### src/tmc_consts.vh
`ifndef TMC_CONSTS_VH
`define TMC_CONSTS_VH

// ----------------------------------------------------------------------
// Register map (byte addresses on the APB bus)
// ----------------------------------------------------------------------
`define TMC_OFF_MODE 12'h000
`define TMC_OFF_LOAD 12'h004
`define TMC_OFF_HOLD 12'h008
`define TMC_OFF_CMD 12'h00C
`define TMC_OFF_STAT 12'h010
`define TMC_OFF_CNT 12'h014

// ----------------------------------------------------------------------
// Reset values and mode fields
// ----------------------------------------------------------------------
`define TMC_MODE_RST 16'h0B00
`define TMC_MB_UP 4
`define TMC_MB_BCD 3
`define TMC_MB_REP 5
`define TMC_MB_RLD 6
`define TMC_MB_SPG 7
`define TMC_MB_POL 12
`define TMC_OFORM_HIZ 3'h4
`define TMC_OFORM_HI 3'h1
`define TMC_OFORM_TOG 3'h2
`define TMC_OFORM_LO 3'h5
`define TMC_OFORM_GND 3'h0
`define TMC_GATE_NONE 3'h0

// ----------------------------------------------------------------------
// Command codes written to the command register
// ----------------------------------------------------------------------
`define TMC_CMD_ARM 4'h1
`define TMC_CMD_LOAD 4'h2
`define TMC_CMD_LDARM 4'h3
`define TMC_CMD_DISARM 4'h4
`define TMC_CMD_SETOUT 4'h5
`define TMC_CMD_CLROUT 4'h6
`define TMC_CMD_MRESET 4'hF

// ----------------------------------------------------------------------
// Terminal-count thresholds
// ----------------------------------------------------------------------
`define TMC_TC_DOWN 16'h0001
`define TMC_TC_BCD 16'h9999
`define TMC_TC_BIN 16'hFFFF

`endif

### src/tmc_edge.v
`timescale 1ns/100ps
`default_nettype none

// ----------------------------------------------------------------------
// Edge detector for an input taken as synchronous to pclk
// ----------------------------------------------------------------------
module tmc_edge (
  // Clock and reset
  input wire pclk,
  input wire presetn,
  // Sampled signal
  input wire sig_in,
  input wire fall_sel,
  // Results
  output reg level_q,
  output wire edge_p
);

  reg prev_q;

  // Registers the level and the previous level.
  always @(posedge pclk or negedge presetn) begin
    if (!presetn) begin
      level_q <= 1'b0;
      prev_q <= 1'b0;
    end else begin
      level_q <= sig_in;
      prev_q <= level_q;
    end
  end

  // Active edge is rising unless falling is selected.
  assign edge_p = fall_sel ? (prev_q & ~level_q) : (~prev_q & level_q);

endmodule // tmc_edge

`default_nettype wire

### src/tmc_counter.v
// The implementer's own choices: the APB interface to the registers and the register offsets.
`timescale 1ns/100ps
`default_nettype none
`include "tmc_consts.vh"

// Summary of operation
// - Keying mode: gate low reloads from load register, gate high from hold.
// - Keying mode: gate never starts or pauses; repeats until disarm.
// - Save mode: gate edge starts counting only while armed.
// - Save mode: after trigger count every source edge until terminal count.
// - Save mode: gate edges during counting copy count into hold register.
// - Save mode: terminal count reloads from load and stops; retrigger restarts.
// - Counter owns a 16-bit mode register with all option fields.
// - Reset and master reset command set the mode register to 0B00.
// - Three low mode bits select output form.
// - Terminal count follows 0001 down, 9999 BCD up, FFFF binary up.
// - Terminal count lasts one source period, armed or not, unless a load command ends it.
// - Every terminal count parallel-loads the counter from the selected register.
// - Toggled output flips on the trailing edge of each terminal count.
// - Minimum-delay one-shot toggles on second source pulse after trigger.
// - Toggled output only inverts; set and clear commands give start level.
// - No gating with special gating bit set: gate picks reload register.

module tmc_counter (
  // APB slave
  input wire pclk,
  input wire presetn,
  input wire psel,
  input wire penable,
  input wire pwrite,
  input wire [11:0] paddr,
  input wire [31:0] pwdata,
  output reg [31:0] prdata,
  output reg pready,
  output reg pslverr,
  // Counting source and gate
  input wire count_src,
  input wire gate_in,
  // Output pin
  output reg out_o,
  output reg out_oe,
  output reg terminal_count_pulse
);

  // --------------------------------------------------------------------
  // Storage
  // --------------------------------------------------------------------
  reg [15:0] counter_mode_reg;
  reg [15:0] load_q;
  reg [15:0] hold_q;
  reg [15:0] cnt_q;
  reg armed_q;
  reg run_q;
  reg tc_q;
  reg tog_q;
  reg [1:0] tc_seen_q;
  wire src_lvl;
  wire src_edge;
  wire gate_lvl;
  wire gate_edge;

  // Mode register fields.
  wire [2:0] oform = counter_mode_reg[2:0];
  wire up_m = counter_mode_reg[`TMC_MB_UP];
  wire bcd_m = counter_mode_reg[`TMC_MB_BCD];
  wire rep_m = counter_mode_reg[`TMC_MB_REP];
  wire rld_m = counter_mode_reg[`TMC_MB_RLD];
  wire special_gating_bit = counter_mode_reg[`TMC_MB_SPG];
  wire [2:0] gate_ctl = counter_mode_reg[15:13];
  wire no_gate = (gate_ctl == `TMC_GATE_NONE);
  // Keying mode: no gating, special bit, hold reload enabled, repeating.
  wire fsk_m = no_gate & special_gating_bit & rld_m & rep_m;
  // Save mode: edge gating with special gating and repeat bits clear and hold reload set.
  wire save_m = ~no_gate & gate_ctl[2] & ~special_gating_bit & rld_m & ~rep_m;

  // --------------------------------------------------------------------
  // Edge detection
  // --------------------------------------------------------------------
  // Source polarity follows the mode register; the gate is active high.
  tmc_edge u_src (
    .pclk(pclk),
    .presetn(presetn),
    .sig_in(count_src),
    .fall_sel(counter_mode_reg[`TMC_MB_POL]),
    .level_q(src_lvl),
    .edge_p(src_edge)
  );

  tmc_edge u_gate (
    .pclk(pclk),
    .presetn(presetn),
    .sig_in(gate_in),
    .fall_sel(1'b0),
    .level_q(gate_lvl),
    .edge_p(gate_edge)
  );

  // --------------------------------------------------------------------
  // Decode helpers
  // --------------------------------------------------------------------
  // Tells whether the present count is the last before terminal count.
  function tc_next;
    input [15:0] v;
    input up;
    input bcd;
    begin
      if (!up) tc_next = (v == `TMC_TC_DOWN);
      else if (bcd) tc_next = (v == `TMC_TC_BCD);
      else tc_next = (v == `TMC_TC_BIN);
    end
  endfunction

  // Steps one BCD digit in the requested direction.
  function [3:0] bcd_digit;
    input [3:0] d;
    input up;
    begin
      if (up) bcd_digit = (d == 4'h9) ? 4'h0 : d + 4'h1;
      else bcd_digit = (d == 4'h0) ? 4'h9 : d - 4'h1;
    end
  endfunction

  // Next count value in binary or BCD.
  reg [15:0] step_v;
  reg carry;
  integer i;
  always @* begin
    step_v = cnt_q;
    carry = 1'b1;
    if (!bcd_m) begin
      step_v = up_m ? cnt_q + 16'h0001 : cnt_q - 16'h0001;
    end else begin
      for (i = 0; i < 4; i = i + 1) begin
        if (carry) begin
          step_v[i*4 +: 4] = bcd_digit(cnt_q[i*4 +: 4], up_m);
          carry = up_m ? (cnt_q[i*4 +: 4] == 4'h9) : (cnt_q[i*4 +: 4] == 4'h0);
        end
      end
    end
  end

  // Reload register choice.
  wire gate_sel = fsk_m | (no_gate & special_gating_bit);
  wire [15:0] reload_v = (gate_sel & gate_lvl) ? hold_q : load_q;

  // --------------------------------------------------------------------
  // APB decode
  // --------------------------------------------------------------------
  wire acc = psel & penable & ~pready;
  wire wr = acc & pwrite;
  wire rd = acc & ~pwrite;
  wire hit = (paddr == `TMC_OFF_MODE) | (paddr == `TMC_OFF_LOAD) |
             (paddr == `TMC_OFF_HOLD) | (paddr == `TMC_OFF_CMD) |
             (paddr == `TMC_OFF_STAT) | (paddr == `TMC_OFF_CNT);
  wire cmd_v = wr & (paddr == `TMC_OFF_CMD);
  wire [3:0] cmd = pwdata[3:0];
  wire c_load = cmd_v & ((cmd == `TMC_CMD_LOAD) | (cmd == `TMC_CMD_LDARM));
  wire c_arm = cmd_v & ((cmd == `TMC_CMD_ARM) | (cmd == `TMC_CMD_LDARM));
  wire c_disarm = cmd_v & (cmd == `TMC_CMD_DISARM);
  wire c_mrst = cmd_v & (cmd == `TMC_CMD_MRESET);

  // Counting is allowed when armed; save mode further needs a trigger.
  wire may_count = armed_q & (~save_m | run_q);
  // A source edge always counts while terminal count is active.
  wire do_count = src_edge & (may_count | tc_q);
  wire hit_tc = do_count & tc_next(cnt_q, up_m, bcd_m);

  // APB responder: one wait state, error on unmapped address.
  always @(posedge pclk or negedge presetn) begin
    if (!presetn) begin
      pready <= 1'b0;
      pslverr <= 1'b0;
      prdata <= 32'h0000_0000;
    end else begin
      pready <= acc;
      pslverr <= acc & ~hit;
      if (rd) begin
        case (paddr)
          `TMC_OFF_MODE: prdata <= {16'h0000, counter_mode_reg};
          `TMC_OFF_LOAD: prdata <= {16'h0000, load_q};
          `TMC_OFF_HOLD: prdata <= {16'h0000, hold_q};
          `TMC_OFF_STAT: prdata <= {27'h000_0000, gate_lvl, tog_q, tc_q, run_q, armed_q};
          `TMC_OFF_CNT: prdata <= {16'h0000, cnt_q};
          default: prdata <= 32'h0000_0000;
        endcase
      end
    end
  end

  // --------------------------------------------------------------------
  // Mode, load and hold registers
  // --------------------------------------------------------------------
  // Mode register reset and master reset give the default configuration.
  always @(posedge pclk or negedge presetn) begin
    if (!presetn) begin
      counter_mode_reg <= `TMC_MODE_RST;
      load_q <= 16'h0000;
    end else if (c_mrst) begin
      counter_mode_reg <= `TMC_MODE_RST;
      load_q <= 16'h0000;
    end else if (wr & (paddr == `TMC_OFF_MODE)) begin
      counter_mode_reg <= pwdata[15:0];
    end else if (wr & (paddr == `TMC_OFF_LOAD)) begin
      load_q <= pwdata[15:0];
    end
  end

  // Hold register: save-mode gate edges sample the running count.
  always @(posedge pclk or negedge presetn) begin
    if (!presetn) begin
      hold_q <= 16'h0000;
    end else if (c_mrst) begin
      hold_q <= 16'h0000;
    end else if (save_m & run_q & gate_edge) begin
      hold_q <= cnt_q;
    end else if (wr & (paddr == `TMC_OFF_HOLD)) begin
      hold_q <= pwdata[15:0];
    end
  end

  // --------------------------------------------------------------------
  // Counter, arming and terminal count
  // --------------------------------------------------------------------
  // Reload on terminal count and on load commands; else count qualified edges.
  always @(posedge pclk or negedge presetn) begin
    if (!presetn) begin
      cnt_q <= 16'h0000;
      armed_q <= 1'b0;
      run_q <= 1'b0;
      tc_q <= 1'b0;
      tc_seen_q <= 2'b00;
    end else if (c_mrst) begin
      cnt_q <= 16'h0000;
      armed_q <= 1'b0;
      run_q <= 1'b0;
      tc_q <= 1'b0;
      tc_seen_q <= 2'b00;
    end else begin
      if (c_load) begin
        cnt_q <= reload_v;
        tc_q <= 1'b0;
      end else if (hit_tc) begin
        cnt_q <= reload_v;
        tc_q <= 1'b1;
      end else if (do_count) begin
        cnt_q <= step_v;
        tc_q <= 1'b0;
      end
      // Save mode trigger needs an armed counter.
      if (save_m & armed_q & ~run_q & gate_edge) begin
        run_q <= 1'b1;
      end else if (save_m & hit_tc) begin
        run_q <= 1'b0;
      end
      // Arming: keying mode runs until disarm; one-shot modes stop at TC.
      if (c_disarm) begin
        armed_q <= 1'b0;
      end else if (c_arm) begin
        armed_q <= 1'b1;
        tc_seen_q <= 2'b00;
      end else if (hit_tc & ~rep_m & ~save_m) begin
        armed_q <= 1'b0;
      end
    end
  end

  // --------------------------------------------------------------------
  // Output stage
  // --------------------------------------------------------------------
  // Toggle on the trailing edge of terminal count; commands set the start.
  wire tc_trail = tc_q & do_count & ~hit_tc;
  always @(posedge pclk or negedge presetn) begin
    if (!presetn) begin
      tog_q <= 1'b0;
    end else if (c_mrst | (cmd_v & (cmd == `TMC_CMD_CLROUT))) begin
      tog_q <= 1'b0;
    end else if (cmd_v & (cmd == `TMC_CMD_SETOUT)) begin
      tog_q <= 1'b1;
    end else if ((tc_trail | (tc_q & hit_tc)) | (tc_q & c_load)) begin
      tog_q <= ~tog_q;
    end
  end

  // Output form select, registered straight to the pins.
  always @(posedge pclk or negedge presetn) begin
    if (!presetn) begin
      out_o <= 1'b0;
      out_oe <= 1'b1;
      terminal_count_pulse <= 1'b0;
    end else begin
      terminal_count_pulse <= tc_q;
      case (oform)
        `TMC_OFORM_HIZ: begin
          out_o <= 1'b0;
          out_oe <= 1'b0;
        end
        `TMC_OFORM_HI: begin
          out_o <= tc_q;
          out_oe <= 1'b1;
        end
        `TMC_OFORM_TOG: begin
          out_o <= tog_q;
          out_oe <= 1'b1;
        end
        `TMC_OFORM_LO: begin
          out_o <= ~tc_q;
          out_oe <= 1'b1;
        end
        default: begin
          out_o <= 1'b0;
          out_oe <= 1'b1;
        end
      endcase
    end
  end

  // Source level is observed only through its edge detector.
  wire unused_ok = src_lvl & tc_seen_q[0] & tc_seen_q[1];

endmodule // tmc_counter

`default_nettype wire

### config.mk
export PLATFORM = sky130hd
export DESIGN_NAME = tmc_counter
export DESIGN_NICKNAME = d
export VERILOG_FILES = /design/src/tmc_edge.v /design/src/tmc_counter.v
export VERILOG_INCLUDE_DIRS = /design/src
export SDC_FILE = /design/constraint.sdc
export NUM_CORES = 1
export LEC_CHECK = 0
export BUFFER_PORTS_ARGS = -buffer_cell sky130_fd_sc_hd__buf_2
export CORE_MARGIN = 2
export CORE_UTILIZATION = 50
export CTS_BUF_LIST = sky130_fd_sc_hd__clkbuf_8
export DETAILED_ROUTE_END_ITERATION = 7
export GPL_TIMING_DRIVEN = 0
export HOLD_SLACK_MARGIN = 0.08
export PLACE_DENSITY = 0.71
export SYNTH_ARGS = -nofsm -noshare
export SYNTH_HDL_FRONTEND = slang
export SYNTH_SLANG_ARGS = --single-unit
### constraint.sdc
create_clock -name pclk -period 2.9 [get_ports pclk]
set_input_delay 0 -clock pclk [delete_from_list [all_inputs] [get_ports pclk]]
set_output_delay 0 -clock pclk [all_outputs]
set_load 0.03 [all_outputs]
# Word level (Yosys, flattened, before mapping)
# Index checks and enable logic that the tools add are counted.
[classes] muxes=58 shift=0 div=0 n_addsub=10 bitwise_logic=68 n_reduce_logical=17 n_lt_le_gt_ge=0 eq_ne=27 multipliers=0
[ops] operator="2-to-1 mux 16 bit" count=15
[ops] operator="case mux 16 bit (5 select lines)" count=1
[ops] operator="2-to-1 mux 4 bit" count=15
[ops] operator="bitwise AND 1 bit" count=41
[ops] operator="equality test 16 bit, second input constant" count=2
[ops] operator="2-to-1 mux 1 bit" count=26
[ops] operator="equality test 12 x 4 -> 1 bit, second input constant" count=2
[ops] operator="equality test 12 x 5 -> 1 bit, second input constant" count=2
[ops] operator="equality test 4 bit, second input constant" count=5
[ops] operator="adder 16 x 1 -> 16 bit, second input constant" count=1
[ops] operator="adder 4 x 1 -> 4 bit, second input constant" count=4
[ops] operator="equality test 16 x 1 -> 1 bit, second input constant" count=1
[ops] operator="zero test 4 bit" count=4
[ops] operator="subtractor 16 x 1 -> 16 bit, second input constant" count=1
[ops] operator="subtractor 4 x 1 -> 4 bit, second input constant" count=4
[ops] operator="inequality test 5 x 1 -> 1 bit, second input constant" count=3
[ops] operator="inverter 1 bit" count=14
[ops] operator="bitwise OR 1 bit" count=13
[ops] operator="equality test 12 x 3 -> 1 bit, second input constant" count=1
[ops] operator="equality test 4 x 3 -> 1 bit, second input constant" count=3
[ops] operator="zero test 12 bit" count=1
[ops] operator="nonzero test 3 bit" count=3
[ops] operator="equality test 4 x 2 -> 1 bit, second input constant" count=2
[ops] operator="AND reduction 2 bit" count=4
[ops] operator="9 further kinds" count=12
[word_totals] reg_bits=109 latch_bits=0 mem_count=0 out_inout_bits=37 rom_bits=0 ramBits=0 wordCells=201

# Longest topological paths before layout
[logic_depth] depth_word=19 ltp_mapped=12

# Modules after synthesis
# From an unflattened synthesis, not the netlist that was laid out.
[hier_totals] hier_cells=723 area_unflattened_um2=6241.0
[by_module_without_submodules] module="tmc_counter" instances=1 cells_per_inst=713 seq_area_each_um2=2232.1 area_per_inst_um2=6095.8
[by_module_without_submodules] module="tmc_edge" instances=2 cells_per_inst=5 seq_area_each_um2=50.0 area_per_inst_um2=72.6

# Worst setup path after synthesis
# No wires, ideal clock.
[synth_path] path_type="register to register" from="reg cnt_q[13]" to="reg cnt_q[15]" path_buffers=2 arrival_time_ns=2.285 period_less_slack_ns=2.406 stages_incl_launch_ff=12 slack_ns=0.494 cell_sequence="dfrtp_1 -> clkbuf_1 -> inv_1 -> ha_1 -> nor2b_1 -> and3_1 -> nand4_1 -> a21oi_2 -> nor2_1 -> clkbuf_1 -> o211ai_1 -> a32o_1"
[synth_between] elab_chain_cells=9 elab_cells_between_ends=25
[synth_lines] item="start: declaration" line_no="tmc_counter.v:51" source="reg [15:0] cnt_q;"
[synth_lines] item="start signal: assignment" line_no="tmc_counter.v:240" source="cnt_q <= reload_v;"
[synth_lines] item="start signal: assignment" line_no="tmc_counter.v:243" source="cnt_q <= reload_v;"
[synth_lines] item="start signal: assignment" line_no="tmc_counter.v:246" source="cnt_q <= step_v;"
[synth_lines] item="parallel branches: the longest is 9 deep, another holds subtractor 16 x 1 -> 16 bit"
# Parallel ways; which one is timed is not known. The select of a mux whose other input is x is not followed.
# A chain may end at the register's enable or synchronous reset.

# Worst setup path in the final report
[layout_path] from="reg counter_mode_reg[14]" to="reg cnt_q[6]"
[layout_between] elab_chain_cells=15 elab_cells_between_ends=24
[layout_lines] item="start: declaration" line_no="tmc_counter.v:48" source="reg [15:0] counter_mode_reg;"
[layout_lines] item="start signal: assignment" line_no="tmc_counter.v:196" source="counter_mode_reg <= `TMC_MODE_RST;"
[layout_lines] item="start signal: assignment" line_no="tmc_counter.v:199" source="counter_mode_reg <= `TMC_MODE_RST;"
[layout_lines] item="start signal: assignment" line_no="tmc_counter.v:202" source="counter_mode_reg <= pwdata[15:0];"
[layout_lines] item="zero test 3 bit (no source line) *"
[layout_lines] item="inverter 1 bit" line_no="tmc_counter.v:74" source="wire save_m = ~no_gate & gate_ctl[2] & ~special_gating_bit & rld_m & ~rep_m;"
[layout_lines] item="bitwise AND 1 bit (4 in series)" line_no="tmc_counter.v:74"
[layout_lines] item="inverter 1 bit" line_no="tmc_counter.v:163" source="wire may_count = armed_q & (~save_m | run_q);"
[layout_lines] item="bitwise OR 1 bit" line_no="tmc_counter.v:163"
[layout_lines] item="bitwise AND 1 bit" line_no="tmc_counter.v:163"
[layout_lines] item="bitwise OR 1 bit" line_no="tmc_counter.v:165" source="wire do_count = src_edge & (may_count | tc_q);"
[layout_lines] item="bitwise AND 1 bit" line_no="tmc_counter.v:165"
[layout_lines] item="bitwise AND 1 bit" line_no="tmc_counter.v:166" source="wire hit_tc = do_count & tc_next(cnt_q, up_m, bcd_m);"
[layout_lines] item="2-to-1 mux 16 bit" line_no="tmc_counter.v:242" source="end else if (hit_tc) begin"
[layout_lines] item="2-to-1 mux 16 bit" line_no="tmc_counter.v:239" source="if (c_load) begin"
[layout_lines] item="2-to-1 mux 16 bit" line_no="tmc_counter.v:232" source="end else if (c_mrst) begin"
# Mark *: on every way between the ends. The rest lies on a longest branch, timed or not.

==> impl_metrics.yaml <==
critical_path:
  rr_endpoint: "cnt_q[6]"
  crit_end: "cnt_q[6]"
  cp-startpoint: "counter_mode_reg[14]"
  worst_setup_path_end_kind: "flip-flop"
  path_class: "reg -> reg"
  reg2reg_slack_ps: 130
  start_kind: "flip-flop"
  cp_data_required_time_ps: 3160
  r2r-start: "counter_mode_reg[14]"
  arrival_ps: 3040
  r2r_cells: 7
  critPathMaxFanout: 10
timing:
  max_freq_mhz: 360
  rsz0062_at_grt: "false"
  hold_viol: 0
  setup_viol_count_final: 0
  whs_ps: 110
  finalCritPeriodShare_pct: 95.7
  tightest_slew_ps: 862
  drv_slew: 0
  finalCriticalPeriod_ps: 2770
  relSlewSlack_pct: 42.6
  finClkSkew_ps: 12.3
  finalWorstSetupSlack_ps: 125
routing:
  dr.pass1.iters: 5
  wl_mm: 21.7
  ant_nets: 0
  vias: 6522
  drt_iter0_drc: 1004
  vias_per_cell: 6.33
  wl_per_cell_um: 21.1
  drc: 0
global_routing:
  grt_max_degree: 57
  grt-ovfl-total: 0
  antenna_found_initial: 0
  grt_pass1_wl_mm: 34.6
  groute.usage.overall_pct: 31.8
  grt_pass1_vias: 6091
place:
  place_ws_ps: -587
  place_area_mm2: 0.00702
  io_buffers: 53
  place_hpwl_mm: 16.1
  gp_congestion: 0.977
power:
  leakagePower_uw: 0.00319
  pwr_density_cell_mw_per_mm2: 403
  ir_worst_vdd_uv: 293
  pwr-share-clk_pct: 29.7
  p_sw_share_pct: 33.1
  intPower_uw: 2030
  seq_power_share_pct: 45.9
  power_switching_uw: 1000
  combPwrFrac_pct: 24.4
outcome:
  status: "finished clean"
synth:
  synth-compound-area-share_pct: 23.4
  synth_flop_cell: "dfrtp_1"
  yosys-mux-area-fraction_pct: 5.84
  yosys_warnings: 0
  ys_seq_area_share_pct: 36.2
  avgSynthCellArea_um2: 8.61
  async_flop_share_pct: 100
  syn_inst: 749
  synth_area_mm2: 0.00645
  synth_xor_area_share_pct: 1.77
  yosysUniqueCellTypes: 83
  synth-simple-area-share_pct: 22.7
  synth_top_family_by_area: "compound AO/OA/AOI/OAI gates"
  synth-edff-count: 0
  ys_ff_latch: 93
  synth-adder-area-share_pct: 2.52
clock_network:
  clock-sinks: 93
  numCtsBuffers: 9
  clock_path_buffers: 2
  cts.htree.levels: 3
  cts_tree: "yes"
  cts-root-buf: "clkbuf_8"
  worstSkewPairLatency_ps: 380
  clkTransAtPathRegs_ps: 90
floorplan:
  coreArea_mm2: 0.0126
  rows: 41
  start_util_pct: 51.1
  ios: 88
  die_x_um: 118
  fp.dieH_um: 118
  design.die.area_mm2: 0.0138
final_layout:
  n_fill_cell: 1166
  n_antenna_cell: 0
  drive_gt1_share_pct: 19.0
  area_growth_pct: 16.6
  fin_area_mm2: 0.00752
  final_nets: 918
min_path:
  hp-class: "in -> reg"
job:
  max_cap_viol_count: 0
per-stage QoR:
step | utilization [%] | total power (µW) | instances | setup TNS, ps
floorplan | - | 1870 | 764 | 0
global placement | 55.4 | 2080 | 989 | -5220
detailed placement | 55.6 | 2100 | 990 | -5640
CTS | 59.4 | 3010 | 1033 | 0
global route | 59.6 | 3150 | 1031 | 0
finish | 59.6 | 3030 | 1031 | 0
worst min-delay path by stage:
| stage | slack, ps | to | depth (start not counted) | startpoint |
|---|---|---|---|---|
| after CTS | 100 | pslverr | 3 | penable |
| after global placement | 110 | u_gate.level_q | 1 | gate_in |
| after detailed placement | 10 | hold_q[2] | 1 | presetn |
| final | 110 | pslverr | 3 | penable |
| after global routing | 120 | pslverr | 3 | penable |
| after floorplan | -300 | armed_q | 0 | presetn |
power groups by stage:
| stage | combinational (µW) | clock [µW] | sequential [µW] |
|---|---|---|---|
| after global routing | 799 | 955 | 1400 |
| after global placement | 685 | 0 | 1400 |
| after floorplan | 478 | 0 | 1390 |
| after CTS | 728 | 908 | 1370 |
| final | 740 | 899 | 1390 |
| after detailed placement | 700 | 0 | 1400 |
Yosys cell counts, drive strengths merged (4+ instances only):
| cell type | instances | area share (%) |
|---|---|---|
| nand2 | 119 | 6.9 |
| dfrtp | 89 | 35 |
| nor2 | 52 | 3.1 |
| o21ai | 50 | 3.9 |
| a21oi | 48 | 3.8 |
| buf | 43 | 4.6 |
| nand3 | 39 | 3.2 |
| clkbuf | 34 | 2.0 |
| mux2i | 32 | 5.0 |
| inv | 17 | 0.99 |
| o31ai | 17 | 2.9 |
| a22o | 14 | 1.9 |
| ha | 13 | 2.5 |
| xnor2 | 12 | 1.6 |
| a221oi | 11 | 1.5 |
| nand4 | 11 | 1.2 |
| a31oi | 10 | 1.3 |
| a32o | 10 | 1.6 |
| o211ai | 8 | 0.93 |
| and3 | 7 | 0.68 |
| nor3 | 7 | 0.62 |
| nor4 | 7 | 1.1 |
| nor2b | 6 | 0.58 |
| a222oi | 5 | 0.78 |
| or2 | 5 | 0.52 |
| a21o | 4 | 0.47 |
| dfstp | 4 | 1.6 |
| nand3b | 4 | 0.47 |
| o2bb2ai | 4 | 0.54 |
| or3 | 4 | 0.39 |
worst max-delay path: stages (launching register included):
cell and delay [ps]:
dfrtp_1 420, nor2_1 140, and4b_1 200, clkbuf_1 490, clkbuf_1 710, mux2i_1 330, nand2_1 90, a32o_1 280
placed cells by master, fill, tap and decap left out, types with 7 or more instances in the layout:
cell	n
nand2_1	119
nor2_1	50
buf_4	23
clkbuf_1	28
inv_1	15
mux2i_1	32
a31oi_1	7
a221oi_1	11
dfrtp_1	89
buf_2	66
o211ai_1	8
nand3_1	38
dlygate4sd3_1	25
conb_1	16
clkbuf_8	10
nand4_1	10
o31ai_2	12
a21oi_1	46
xnor2_1	12
a32o_1	10
o21ai_0	47
a22o_1	14
ha_1	12
layout make-up:
type                    count  area (µm²)  share of cell area, %
multi-input cells         577        3720                   49.4
clock buffers              10         138                   1.83
inverters                  17        66.3                  0.882
flip-flops and latches     93        2330                   31.0
plain buffers              74         423                   5.62
well taps                 172         215                   2.86
clock inverters             6        62.6                  0.832
repair buffers             82         568                   7.55
cells by family after synthesis:
family / count (synthesis)
compound gates: 211
buf+inv: 94
fa+ha+maj: 13
flops: 93
xor+xnor: 13
other cells: 1
simple gates: 288
mux: 36
layer usage:
metal	global-route usage, %	part of all wire, %	vias up
met5	0	0	-
met4	12.3	2.8	0
met3	4.55	8.8	45
met2	50.5	47	398
met1	44.0	41	3160
li1	-	-	2919
timing repair:
action | in CTS | in global routing
setup buffers | 3 | 0
pin swaps | 2 | 2
gates resized for setup | 7 | 10
hold buffers | 25 | 0
hold endpoints to repair | 142 | 0
endpoints found under the setup margin | 15 | 14
Note: power is estimated with default switching activity, not from simulation.
